File: config.mk
export PLATFORM = sky130hd
export DESIGN_NAME = multimode_timer
export DESIGN_NICKNAME = d
export VERILOG_FILES = /design/src/hw/mtimer_pkg.sv /design/src/hw/multimode_timer.sv /design/src/hw/tick_divider.sv
export VERILOG_INCLUDE_DIRS = /design/src /design/src/hw
export SDC_FILE = /design/constraint.sdc
export NUM_CORES = 1
export LEC_CHECK = 0
export BUFFER_PORTS_ARGS = -buffer_cell sky130_fd_sc_hd__buf_2
export CORE_ASPECT_RATIO = 1.5
export CORE_MARGIN = 10
export CORE_UTILIZATION = 30
export CTS_BUF_LIST = sky130_fd_sc_hd__clkbuf_4 sky130_fd_sc_hd__clkbuf_8 sky130_fd_sc_hd__clkbuf_16
export DETAILED_ROUTE_END_ITERATION = 10
export SYNTH_ARGS = -nofsm -noshare
export SYNTH_HDL_FRONTEND = slang
export SYNTH_SLANG_ARGS = --single-unit
File: constraint.sdc
create_clock -name clk -period 4.6 [get_ports clk]
set_input_delay 0.46 -clock clk [delete_from_list [all_inputs] [get_ports clk]]
set_output_delay 0.46 -clock clk [all_outputs]
set_load 0.01 [all_outputs]
File: src/hw/mtimer_consts.svh
// Purpose: Register map, field positions, reset values and counts of the timer channel.
// Assumes: APB byte addresses, one 32-bit word per register.
// Notes: Definitions only.
//
// Overview of operation
// [RL1] Count source is div1, div8, div32 or the divided subclock, software selected.
// [RL2] Start condition: pin falling/rising edge or peer timer overflow.
// [RL3] 16-bit PWM rising trigger with start flag set starts count, output high.
// [RL4] 8-bit PWM falling trigger with start flag set starts count, output high.
// [RL5] After the high time the output falls and the request bit sets.
// [RL6] PWM reloads at every cycle end and keeps counting.
// [RL7] Clearing start flag in PWM freezes the counter and drives output low.
// [RL8] 16-bit PWM period is 65535 source cycles, high time n cycles.
// [RL9] 16-bit value zero stays low, all ones stays high, both request every cycle.
// [RL10] 8-bit PWM period (m+1)*255 cycles, high time n*(m+1) cycles.
// [RL11] 8-bit upper byte zero stays low, all ones high, both request every cycle.
// [RL12] Software keeps start flag low, writes the timer, then sets the flag.
// [RL13] Timer reads return the live count; read at a reload gives all ones.
// [RL14] Event counter read at reload: all ones on underflow, zeros on overflow.
// [RL15] Timer written while halted reads back the written value before counting.
// [RL16] With free-run type software rewrites the timer after stopping.
// [RL17] One-shot start flag cleared mid-count: stop, reload, output low, request set.
// [RL18] One-shot output is aligned to the count source, lagging at most one cycle.
// [RL19] Entering one-shot mode after reset or from timer/event sets the request bit.
// [RL20] Software clears the request bit after such a mode change.
// [RL21] One-shot retrigger: one more down count, then reload and continue.
// [RL22] Retriggers are spaced more than one count-source cycle apart.
// [RL23] Divided clocks are main clock by 1, 8, 32; subclock by 32.
// [RL24] Entering PWM mode after reset or from timer/event sets the request bit.
// [RL25] Stop in PWM while high: output low and request; while low: no change.
// [RL26] Request bit is sticky until software writes 0; hardware set wins.
`ifndef MTIMER_CONSTS_SVH
`define MTIMER_CONSTS_SVH

`define MT_ADDR_CTRL 8'h00
`define MT_ADDR_TIMER 8'h04
`define MT_ADDR_STATUS 8'h08

`define MT_CTRL_START 0
`define MT_CTRL_OSTART 1
`define MT_CTRL_MODE_LO 2
`define MT_CTRL_MODE_HI 3
`define MT_CTRL_PWM8 4
`define MT_CTRL_TRIG_LO 5
`define MT_CTRL_TRIG_HI 7
`define MT_CTRL_SRC_LO 8
`define MT_CTRL_SRC_HI 9
`define MT_CTRL_FREERUN 10
`define MT_CTRL_UP 11
`define MT_STAT_IRQ 0

`define MT_CTRL_RESET 12'h000
`define MT_TIMER_RESET 16'h0000

`define MT_DIV_MAIN8 8
`define MT_DIV_MAIN32 32
`define MT_DIV_SUB32 32

`define MT_PWM16_LAST 16'hFFFE
`define MT_PWM8_LAST 8'hFE

`endif

File: src/hw/mtimer_pkg.sv
// Purpose: Types shared by the timer channel.
// Assumes: Nothing.
// Notes: Mode and selector codes match the control register fields.
package mtimer_pkg;
    typedef enum logic [1:0] {
        MODE_TIMER = 2'h0,
        MODE_EVENT = 2'h1,
        MODE_ONESHOT = 2'h2,
        MODE_PWM = 2'h3
    } mode_t;
    typedef enum logic [2:0] {
        ST_IDLE = 3'b001,
        ST_ARMED = 3'b010,
        ST_RUN = 3'b100
    } run_t;
    typedef enum logic [2:0] {
        TRG_SOFT = 3'h0,
        TRG_FALL = 3'h1,
        TRG_RISE = 3'h2,
        TRG_PEER_B1 = 3'h3,
        TRG_PEER_X0 = 3'h4,
        TRG_PEER_X2 = 3'h5
    } trig_sel_t;
endpackage

File: src/hw/multimode_timer.sv
// Purpose: 16-bit timer channel: timer, event counter, one-shot and PWM modes.
// Assumes: APB slave with zero wait states; pins synchronous to clk.
// Notes: The request bit is a status bit that also drives the timerIrqReq output directly.
//
// The APB interface to the registers and the register addresses are this design's own decisions.
`timescale 1ns/100ps
`default_nettype none
`include "mtimer_consts.svh"
module multimode_timer (
    // Clock and reset
    input wire logic clk,
    input wire logic sys_rst,
    // APB slave
    input wire logic psel,
    input wire logic penable,
    input wire logic pwrite,
    input wire logic [7:0] paddr,
    input wire logic [31:0] pwdata,
    output logic [31:0] prdata,
    output logic pready,
    output logic pslverr,
    // Pins and neighbour timers
    input wire logic triggerInputPin,
    input wire logic subClockIn,
    input wire logic peerTimerB1Ovf,
    input wire logic peerTimerX0Ovf,
    input wire logic peerTimerX2Ovf,
    output logic pulseOutputPin,
    output logic timerIrqReq
);
    import mtimer_pkg::*;

    // ----------------------------------------
    // Registers and decode
    // ----------------------------------------
    logic start_q;
    logic pwm8_q;
    logic freeRun_q;
    logic upCount_q;
    mode_t mode_q;
    trig_sel_t trigSel_q;
    logic [1:0] srcSel_q;
    logic [15:0] reload_q;
    logic [15:0] cnt_q;
    run_t st_q;
    logic out_q;
    logic [1:0] rtg_q;
    logic irq_q;
    logic irqEvt_q;
    logic pinPrev_q;
    logic subPrev_q;
    logic [31:0] prdata_q;
    logic wrAcc;
    logic ctrlWr;
    logic timerWr;
    logic statWr;
    logic mapped;
    mode_t modeWr;
    logic startFall;
    logic osStartWr;
    logic modeEnterIrq;
    assign wrAcc = psel && penable && pwrite;
    assign mapped = (paddr == `MT_ADDR_CTRL) || (paddr == `MT_ADDR_TIMER) || (paddr == `MT_ADDR_STATUS);
    assign ctrlWr = wrAcc && (paddr == `MT_ADDR_CTRL);
    assign timerWr = wrAcc && (paddr == `MT_ADDR_TIMER);
    assign statWr = wrAcc && (paddr == `MT_ADDR_STATUS);
    assign modeWr = mode_t'(pwdata[`MT_CTRL_MODE_HI:`MT_CTRL_MODE_LO]);
    assign startFall = ctrlWr && start_q && !pwdata[`MT_CTRL_START];
    assign osStartWr = ctrlWr && pwdata[`MT_CTRL_OSTART];
    // [RL19] [RL24] mode entry request
    assign modeEnterIrq = ctrlWr && (modeWr == MODE_ONESHOT || modeWr == MODE_PWM) &&
                          (mode_q == MODE_TIMER || mode_q == MODE_EVENT);
    assign pready = 1'b1;
    assign pslverr = psel && penable && !mapped;
    assign prdata = prdata_q;
    assign pulseOutputPin = out_q;
    assign timerIrqReq = irq_q;
    always_ff @(posedge clk) begin
        if (sys_rst) begin
            start_q <= 1'b0;
            pwm8_q <= 1'b0;
            freeRun_q <= 1'b0;
            upCount_q <= 1'b0;
            mode_q <= MODE_TIMER;
            trigSel_q <= TRG_SOFT;
            srcSel_q <= 2'h0;
        end else if (ctrlWr) begin
            start_q <= pwdata[`MT_CTRL_START];
            pwm8_q <= pwdata[`MT_CTRL_PWM8];
            freeRun_q <= pwdata[`MT_CTRL_FREERUN];
            upCount_q <= pwdata[`MT_CTRL_UP];
            mode_q <= modeWr;
            trigSel_q <= trig_sel_t'(pwdata[`MT_CTRL_TRIG_HI:`MT_CTRL_TRIG_LO]);
            srcSel_q <= pwdata[`MT_CTRL_SRC_HI:`MT_CTRL_SRC_LO];
        end
    end
    // Writes while counting reach only the reload register.
    always_ff @(posedge clk) begin
        if (sys_rst) begin
            reload_q <= `MT_TIMER_RESET;
        end else if (timerWr) begin
            reload_q <= pwdata[15:0];
        end
    end
    // ----------------------------------------
    // Count sources and triggers
    // ----------------------------------------
    logic tick8;
    logic tick32;
    logic tickSub;
    logic srcTick;
    logic subEdge;
    logic trigEvt;
    logic osTrig;
    always_ff @(posedge clk) begin
        if (sys_rst) begin
            pinPrev_q <= 1'b0;
            subPrev_q <= 1'b0;
        end else begin
            pinPrev_q <= triggerInputPin;
            subPrev_q <= subClockIn;
        end
    end
    assign subEdge = subClockIn && !subPrev_q;
    // [RL23] clock dividers
    tick_divider #(.DIV(`MT_DIV_MAIN8)) u_div8 (
        .clk(clk),
        .sys_rst(sys_rst),
        .en(1'b1),
        .tick(tick8)
    );
    tick_divider #(.DIV(`MT_DIV_MAIN32)) u_div32 (
        .clk(clk),
        .sys_rst(sys_rst),
        .en(1'b1),
        .tick(tick32)
    );
    tick_divider #(.DIV(`MT_DIV_SUB32)) u_divsub (
        .clk(clk),
        .sys_rst(sys_rst),
        .en(subEdge),
        .tick(tickSub)
    );
    // [RL1] count source select
    always_comb begin
        case (srcSel_q)
            2'h0: srcTick = 1'b1;
            2'h1: srcTick = tick8;
            2'h2: srcTick = tick32;
            default: srcTick = tickSub;
        endcase
    end
    // [RL2] start condition select
    always_comb begin
        case (trigSel_q)
            TRG_FALL: trigEvt = pinPrev_q && !triggerInputPin;
            TRG_RISE: trigEvt = !pinPrev_q && triggerInputPin;
            TRG_PEER_B1: trigEvt = peerTimerB1Ovf;
            TRG_PEER_X0: trigEvt = peerTimerX0Ovf;
            TRG_PEER_X2: trigEvt = peerTimerX2Ovf;
            default: trigEvt = 1'b0;
        endcase
    end
    assign osTrig = (trigSel_q == TRG_SOFT) ? osStartWr : trigEvt;
    // ----------------------------------------
    // Timer and event counter reload
    // ----------------------------------------
    logic tmrReload;
    logic evtUnder;
    logic evtOver;
    logic reloadNow;
    assign tmrReload = (mode_q == MODE_TIMER) && start_q && srcTick && (cnt_q == 16'h0000) && !freeRun_q;
    assign evtUnder = (mode_q == MODE_EVENT) && start_q && trigEvt && !upCount_q && (cnt_q == 16'h0000);
    assign evtOver = (mode_q == MODE_EVENT) && start_q && trigEvt && upCount_q && (cnt_q == 16'hFFFF);
    assign reloadNow = tmrReload || ((evtUnder || evtOver) && !freeRun_q);
    // ----------------------------------------
    // PWM arithmetic
    // ----------------------------------------
    logic [16:0] highLen;
    logic [16:0] perLen;
    logic [15:0] stepVal;
    logic [16:0] eNext;
    logic [15:0] pwmStart;
    logic pwmFull;
    logic pwmZero;
    logic stepTick;
    // [RL8] [RL10] period and high time
    assign highLen = pwm8_q ? {9'h000, reload_q[15:8]} : {1'b0, reload_q};
    assign perLen = pwm8_q ? {9'h000, `MT_PWM8_LAST} + 17'h00001 : {1'b0, `MT_PWM16_LAST} + 17'h00001;
    assign stepVal = pwm8_q ? {8'h00, cnt_q[15:8]} : cnt_q;
    assign eNext = perLen - {1'b0, stepVal};
    assign pwmStart = pwm8_q ? {`MT_PWM8_LAST, reload_q[7:0]} : `MT_PWM16_LAST;
    assign pwmFull = highLen >= perLen;
    assign pwmZero = highLen == 17'h00000;
    assign stepTick = srcTick && (!pwm8_q || cnt_q[7:0] == 8'h00);
    // ----------------------------------------
    // Counting engine
    // ----------------------------------------
    always_ff @(posedge clk) begin
        if (sys_rst) begin
            cnt_q <= `MT_TIMER_RESET;
            st_q <= ST_IDLE;
            out_q <= 1'b0;
            rtg_q <= 2'h0;
            irqEvt_q <= 1'b0;
        end else begin
            irqEvt_q <= 1'b0;
            if (timerWr && !start_q) begin
                // [RL15] halted write loads counter
                cnt_q <= pwdata[15:0];
                st_q <= ST_IDLE;
                out_q <= 1'b0;
                rtg_q <= 2'h0;
            end else if (ctrlWr && modeWr != mode_q) begin
                st_q <= ST_IDLE;
                out_q <= 1'b0;
                rtg_q <= 2'h0;
            end else if (startFall) begin
                st_q <= ST_IDLE;
                out_q <= 1'b0;
                rtg_q <= 2'h0;
                if (mode_q == MODE_ONESHOT) begin
                    // [RL17] stop and reload
                    cnt_q <= reload_q;
                    irqEvt_q <= (st_q != ST_IDLE);
                end else if (mode_q == MODE_PWM) begin
                    // [RL7] [RL25] freeze, request only if high
                    irqEvt_q <= out_q;
                end
            end else begin
                case (mode_q)
                    MODE_TIMER: begin
                        if (start_q && srcTick) begin
                            cnt_q <= tmrReload ? reload_q : cnt_q - 16'h0001;
                            irqEvt_q <= (cnt_q == 16'h0000);
                        end
                    end
                    MODE_EVENT: begin
                        if (start_q && trigEvt) begin
                            if (reloadNow) begin
                                cnt_q <= reload_q;
                            end else if (upCount_q) begin
                                cnt_q <= cnt_q + 16'h0001;
                            end else begin
                                cnt_q <= cnt_q - 16'h0001;
                            end
                            irqEvt_q <= evtUnder || evtOver;
                        end
                    end
                    MODE_ONESHOT: begin
                        case (st_q)
                            ST_IDLE: begin
                                if (start_q && osTrig) begin
                                    st_q <= ST_ARMED;
                                end
                            end
                            ST_ARMED: begin
                                // [RL18] output starts on the count source
                                if (srcTick) begin
                                    st_q <= ST_RUN;
                                    out_q <= 1'b1;
                                end
                            end
                            ST_RUN: begin
                                if (osTrig && rtg_q == 2'h0) begin
                                    rtg_q <= 2'h1;
                                end
                                if (srcTick) begin
                                    if (rtg_q == 2'h2) begin
                                        // [RL21] retrigger reload
                                        cnt_q <= reload_q;
                                        rtg_q <= 2'h0;
                                    end else if (cnt_q == 16'h0000) begin
                                        cnt_q <= reload_q;
                                        out_q <= 1'b0;
                                        st_q <= ST_IDLE;
                                        rtg_q <= 2'h0;
                                        irqEvt_q <= 1'b1;
                                    end else begin
                                        // [RL21] one further down count
                                        cnt_q <= cnt_q - 16'h0001;
                                        if (rtg_q == 2'h1) begin
                                            rtg_q <= 2'h2;
                                        end
                                    end
                                end
                            end
                            default: st_q <= ST_IDLE;
                        endcase
                    end
                    default: begin
                        case (st_q)
                            ST_RUN: begin
                                if (stepTick && stepVal == 16'h0000) begin
                                    // [RL6] reload at cycle end
                                    cnt_q <= pwmStart;
                                    out_q <= !pwmZero;
                                    // [RL9] [RL11] constant levels still request
                                    irqEvt_q <= pwmZero || pwmFull;
                                end else if (stepTick) begin
                                    cnt_q <= pwm8_q ? {cnt_q[15:8] - 8'h01, reload_q[7:0]} : cnt_q - 16'h0001;
                                    // [RL5] high time elapsed
                                    if (eNext == highLen) begin
                                        out_q <= 1'b0;
                                        irqEvt_q <= 1'b1;
                                    end
                                end else if (srcTick) begin
                                    cnt_q <= {cnt_q[15:8], cnt_q[7:0] - 8'h01};
                                end
                            end
                            default: begin
                                // [RL3] [RL4] trigger starts PWM high
                                if (start_q && osTrig) begin
                                    st_q <= ST_RUN;
                                    cnt_q <= pwmStart;
                                    out_q <= !pwmZero;
                                    irqEvt_q <= pwmZero;
                                end
                            end
                        endcase
                    end
                endcase
            end
        end
    end

    // ----------------------------------------
    // Interrupt request bit
    // ----------------------------------------
    // [RL26] sticky, set beats clear
    always_ff @(posedge clk) begin
        if (sys_rst) begin
            irq_q <= 1'b0;
        end else if (irqEvt_q || modeEnterIrq) begin
            irq_q <= 1'b1;
        end else if (statWr && !pwdata[`MT_STAT_IRQ]) begin
            irq_q <= 1'b0;
        end
    end

    // ----------------------------------------
    // Read data
    // ----------------------------------------
    always_ff @(posedge clk) begin
        if (sys_rst) begin
            prdata_q <= 32'h00000000;
        end else if (psel && !penable && !pwrite) begin
            case (paddr)
                `MT_ADDR_CTRL: begin
                    prdata_q <= {20'h00000, upCount_q, freeRun_q, srcSel_q, trigSel_q, pwm8_q, mode_q,
                                 1'b0, start_q};
                end
                `MT_ADDR_TIMER: begin
                    // [RL13] [RL14] live count, fixed value at reload
                    if (reloadNow) begin
                        prdata_q <= evtOver ? 32'h00000000 : 32'h0000FFFF;
                    end else begin
                        prdata_q <= {16'h0000, cnt_q};
                    end
                end
                `MT_ADDR_STATUS: prdata_q <= {31'h00000000, irq_q};
                default: prdata_q <= 32'h00000000;
            endcase
        end
    end
endmodule
`default_nettype wire

File: src/hw/tick_divider.sv
// Purpose: Divides an enable stream into one-cycle tick pulses.
// Assumes: One clock; en marks the input events.
// Notes: A tick is issued on every DIV-th enable.
`timescale 1ns/100ps
`default_nettype none
module tick_divider #(
    parameter int DIV = 8
) (
    // Clock and reset
    input wire logic clk,
    input wire logic sys_rst,
    // Event stream
    input wire logic en,
    output logic tick
);
    localparam int CW = $clog2(DIV);
    localparam logic [CW-1:0] LAST = CW'(DIV - 1);

    logic [CW-1:0] cnt_q;

    always_ff @(posedge clk) begin
        if (sys_rst) begin
            cnt_q <= '0;
        end else if (en) begin
            cnt_q <= (cnt_q == LAST) ? '0 : cnt_q + CW'(1);
        end
    end

    assign tick = en && (cnt_q == LAST);
endmodule
`default_nettype wire
==> out/metrics.csv <==
stage,metric,value,unit
critical_path,crit_path_start_kind,register,
sta,rsz0062_at_grt,false,
critical_path,reg2reg_from,cnt_q[0],
global_routing,gr-usage-all-layers,0.1864,
sta,hold_ws,0.3529,ns
cells_and_area,final_cells,1161,
floorplan,die_y,199.0,microns
sta,worstMarginPinSlew,1.152,ns
route,dr.pass1.iters,7,
synth,yosysSeqAreaShare,0.2563,
critical_path,required,4.85,ns
pwr,seq_power_share,0.445,
floorplan,rows,65,
clock_tree,numCtsBuffers,9,
critical_path,cp.arrival,3.82,ns
pwr,total_leakage_power,2.725,nW
cells_and_area,multi_input_area,0.004364,sq mm
route,wirelength,26510,microns
clock_tree,clock_sinks,82,
clock_tree,cts-root-buf,clkbuf_16,
sta,drv_slew,0,
clock_tree,cts.clk_slew.worst_paths,0.06,ns
floorplan,die_width,139.3,microns
global_routing,overflow,0,
job,drv_cap,0,
critical_path,cp-end-kind,register,
pwr,power,1.620,mW
cells_and_area,final_nets,948,
sta,max_slew_margin,0.2263,
synth,yosysWarnings,0,
critical_path,r2r_cells,11,
synth,ys.flop_type,dfxtp_1,
synth,async_reset_ff_frac,0,
global_routing,grt_max_degree,60,
clock_tree,clk_latency,0.36,ns
sta,timing.fmax,280.1,MHz
critical_path,worstPathMaxFanout,17,
floorplan,io_pins,86,
worst_hold_path,whs_endpoint,pinPrev_q,
worst_hold_path,holdCritPathClass,in -> reg,
clock_tree,cts_tree,yes,
worst_hold_path,min_delay_path_depth,2,
worst_hold_path,holdCritStartpoint,triggerInputPin,
cells_and_area,antenna_cells,0,
cells_and_area,fillCellCount,2307,
place,dpl_cell_area,0.006845,sq mm
synth,synth.area.top_cells,"dfxtp_1 (26%), nand2_1 (6.0%), a21oi_1 (5.0%)",
floorplan,core,0.02106,sq mm
route,ant_nets,0,
pwr,netSwitchingPower,0.3849,mW
global_routing,grt_pass1_wl,40630,microns
pwr,p_per_area,226.1,mW/mm^2
global_routing,grt_pass1_vias,6674,
cells_and_area,regArea,0.001642,sq mm
synth,synthDistinctLibCells,82,
synth,netlist_area,0.006406,sq mm
place,port_buffers,52,
pwr,comb_power_share,0.057,
global_routing,antenna_found_initial,1,
sta,clock_skew,0.005286,ns
sta,fin_crit_sh,0.7762,
route,drtIter0Drc,655,
sta,fin_tns_setup,0,ns
cells_and_area,finalInstanceArea,0.007164,sq mm
floorplan,start_util,0.3041,
route,via_per_inst,5.949,
synth,synth_common_cells,"nand2_1 (103), nor2_1 (83), dfxtp_1 (82)",
synth,synth_edf_count,0,
clock_tree,clockBufferDepth,2,
synth,synth.avg_cell_area,7.346,sq um
pwr,switching_share,0.2376,
synth,synth_largest_area_cell,dfxtp_1,
cells_and_area,area_delta_synth_final,11.84,%
critical_path,critical_path_class,reg -> reg,
pwr,clkPwrFrac,0.498,
route,drcViolationCount,0,
sta,setup_viol,0,
pwr,p_int,1.235,mW
synth,syn_inst,872,
critical_path,rrSetupSlack,1.03,ns
route,post_drt_wl_per_cell,22.83,microns
place,dpl.hpwl,19660,microns
synth,yosys.area.top_type_share,0.2563,
place,dp_cells,1145,
place,gp_congestion,1.024,
synth,yosysMostFrequentCell,nand2_1,
synth,ys_seq_elements,82,
clock_tree,hold_buffers,0,
critical_path,timing.rr.end,cnt_q[1],
run_status,status,"finished, final reports clean",
clock_tree,htree_num_levels,3,
sta,min_period,3.570,ns
clock_tree,cts_resized,0,
pwr,ir_drop,0.0001803,V
floorplan,die_area,0.02772,sq mm
clock_tree,post_cts_buffers,0,
sta,hold_viol,0,
route,dr_total_vias,6907,
cells_and_area,layout-drive-gt1-share,0.1389,
area by class of cell:
cell class,count,share of cell area
Clock buffer,11,0.03353
Clock inverter,5,0.01100
Inverter,13,0.006811
Multi-Input combinational cell,704,0.6092
Sequential cell,82,0.2291
Tap cell,268,0.04680
Timing Repair Buffer,78,0.06357
power by group through the flow:
stage	Combinational (mW)	Clock [mW]	Sequential, mW
finish	0.0928	0.806	0.721
global route	0.103	0.845	0.722
CTS	0.0919	0.817	0.721
detailed placement	0.0913	0	0.737
global placement	0.0906	0	0.737
floorplan	0.0634	0	0.736
worst max-delay path by stage:
stage | start | to | slack, ns | cells after the start
6_report | cnt_q[0] | cnt_q[1] | 1.03 | 11
5_1_grt | cnt_q[0] | cnt_q[4] | 0.72 | 10
4_1_cts | cnt_q[0] | cnt_q[1] | 1.08 | 11
3_5_place_dp | paddr[5] | cnt_q[14] | 1.07 | 9
3_3_place_gp | cnt_q[0] | cnt_q[1] | 1.09 | 11
2_1_floorplan | cnt_q[8] | cnt_q[0] | 1.67 | 11
cells in the final DEF (no fill, tap or decap), types with 5 or more instances in the layout:
cell,instances
mux2i_1,22
a211oi_1,6
buf_4,26
a31oi_1,12
o2111ai_1,5
dfxtp_1,82
o21ai_0,63
o22ai_1,7
a21oi_1,64
or4_1,6
o21a_1,7
inv_1,13
and3_1,7
ha_1,10
conb_1,17
xnor2_1,26
xor2_1,16
o211ai_1,8
nor2b_1,9
nor4_1,14
nand4_1,17
a311oi_1,5
nand2b_1,11
nand2_1,103
buf_2,52
o21ai_1,5
nor3_1,20
a22o_1,13
a221oi_1,11
or3_1,10
o32ai_1,7
nor2_1,83
nor3b_1,13
a22oi_1,9
nand3_1,16
and2_1,8
clkbuf_16,9
layer usage:
layer  track usage  share of wire  wire [microns]  vias up
li1              -              -               -     3210
met1        0.2055           0.38           10030     3203
met2        0.3020           0.46           12230      378
met3       0.04415          0.083            2203      114
met4        0.1484          0.077            2037        2
met5             0        0.00026               7        -
sequential cells by signal, indices dropped and copies added (netlist names), 2 cells and up:
signal / count
st_q: 3
srcSel_q: 2
reload_q: 16
u_div32.cnt_q: 5
cnt_q: 16
u_divsub.cnt_q: 5
prdata: 16
mode_q: 2
rtg_q: 2
trigSel_q: 3
u_div8.cnt_q: 3
critical path, stage by stage, from the launching register on:
cell and delay, ns:
dfxtp_1 0.44, inv_1 0.26, ha_1 0.32, or3b_2 0.53
nor4_4 0.46, nand3_4 0.25, o31ai_4 0.11, buf_4 0.28
nor2_1 0.16, o21ai_0 0.25, o2111ai_1 0.14, o221a_2 0.25
kinds of logic after synthesis:
group           share of synthesized area
buf+inv                           0.07363
simple gates                       0.2818
xor+xnor                          0.05742
compound gates                     0.2723
fa+ha+maj                         0.01953
flops                              0.2562
other cells                      0.001172
mux                               0.03789
stage by stage:
stage / util / setup slack, ns
final: 0.3401 / 1.030
after global routing: 0.3401 / 0.7227
after CTS: 0.3401 / 1.078
after detailed placement: 0.3250 / 1.068
after global placement: 0.3250 / 1.094
after floorplan: - / 1.666
Note: power is estimated with default switching activity, not from simulation.
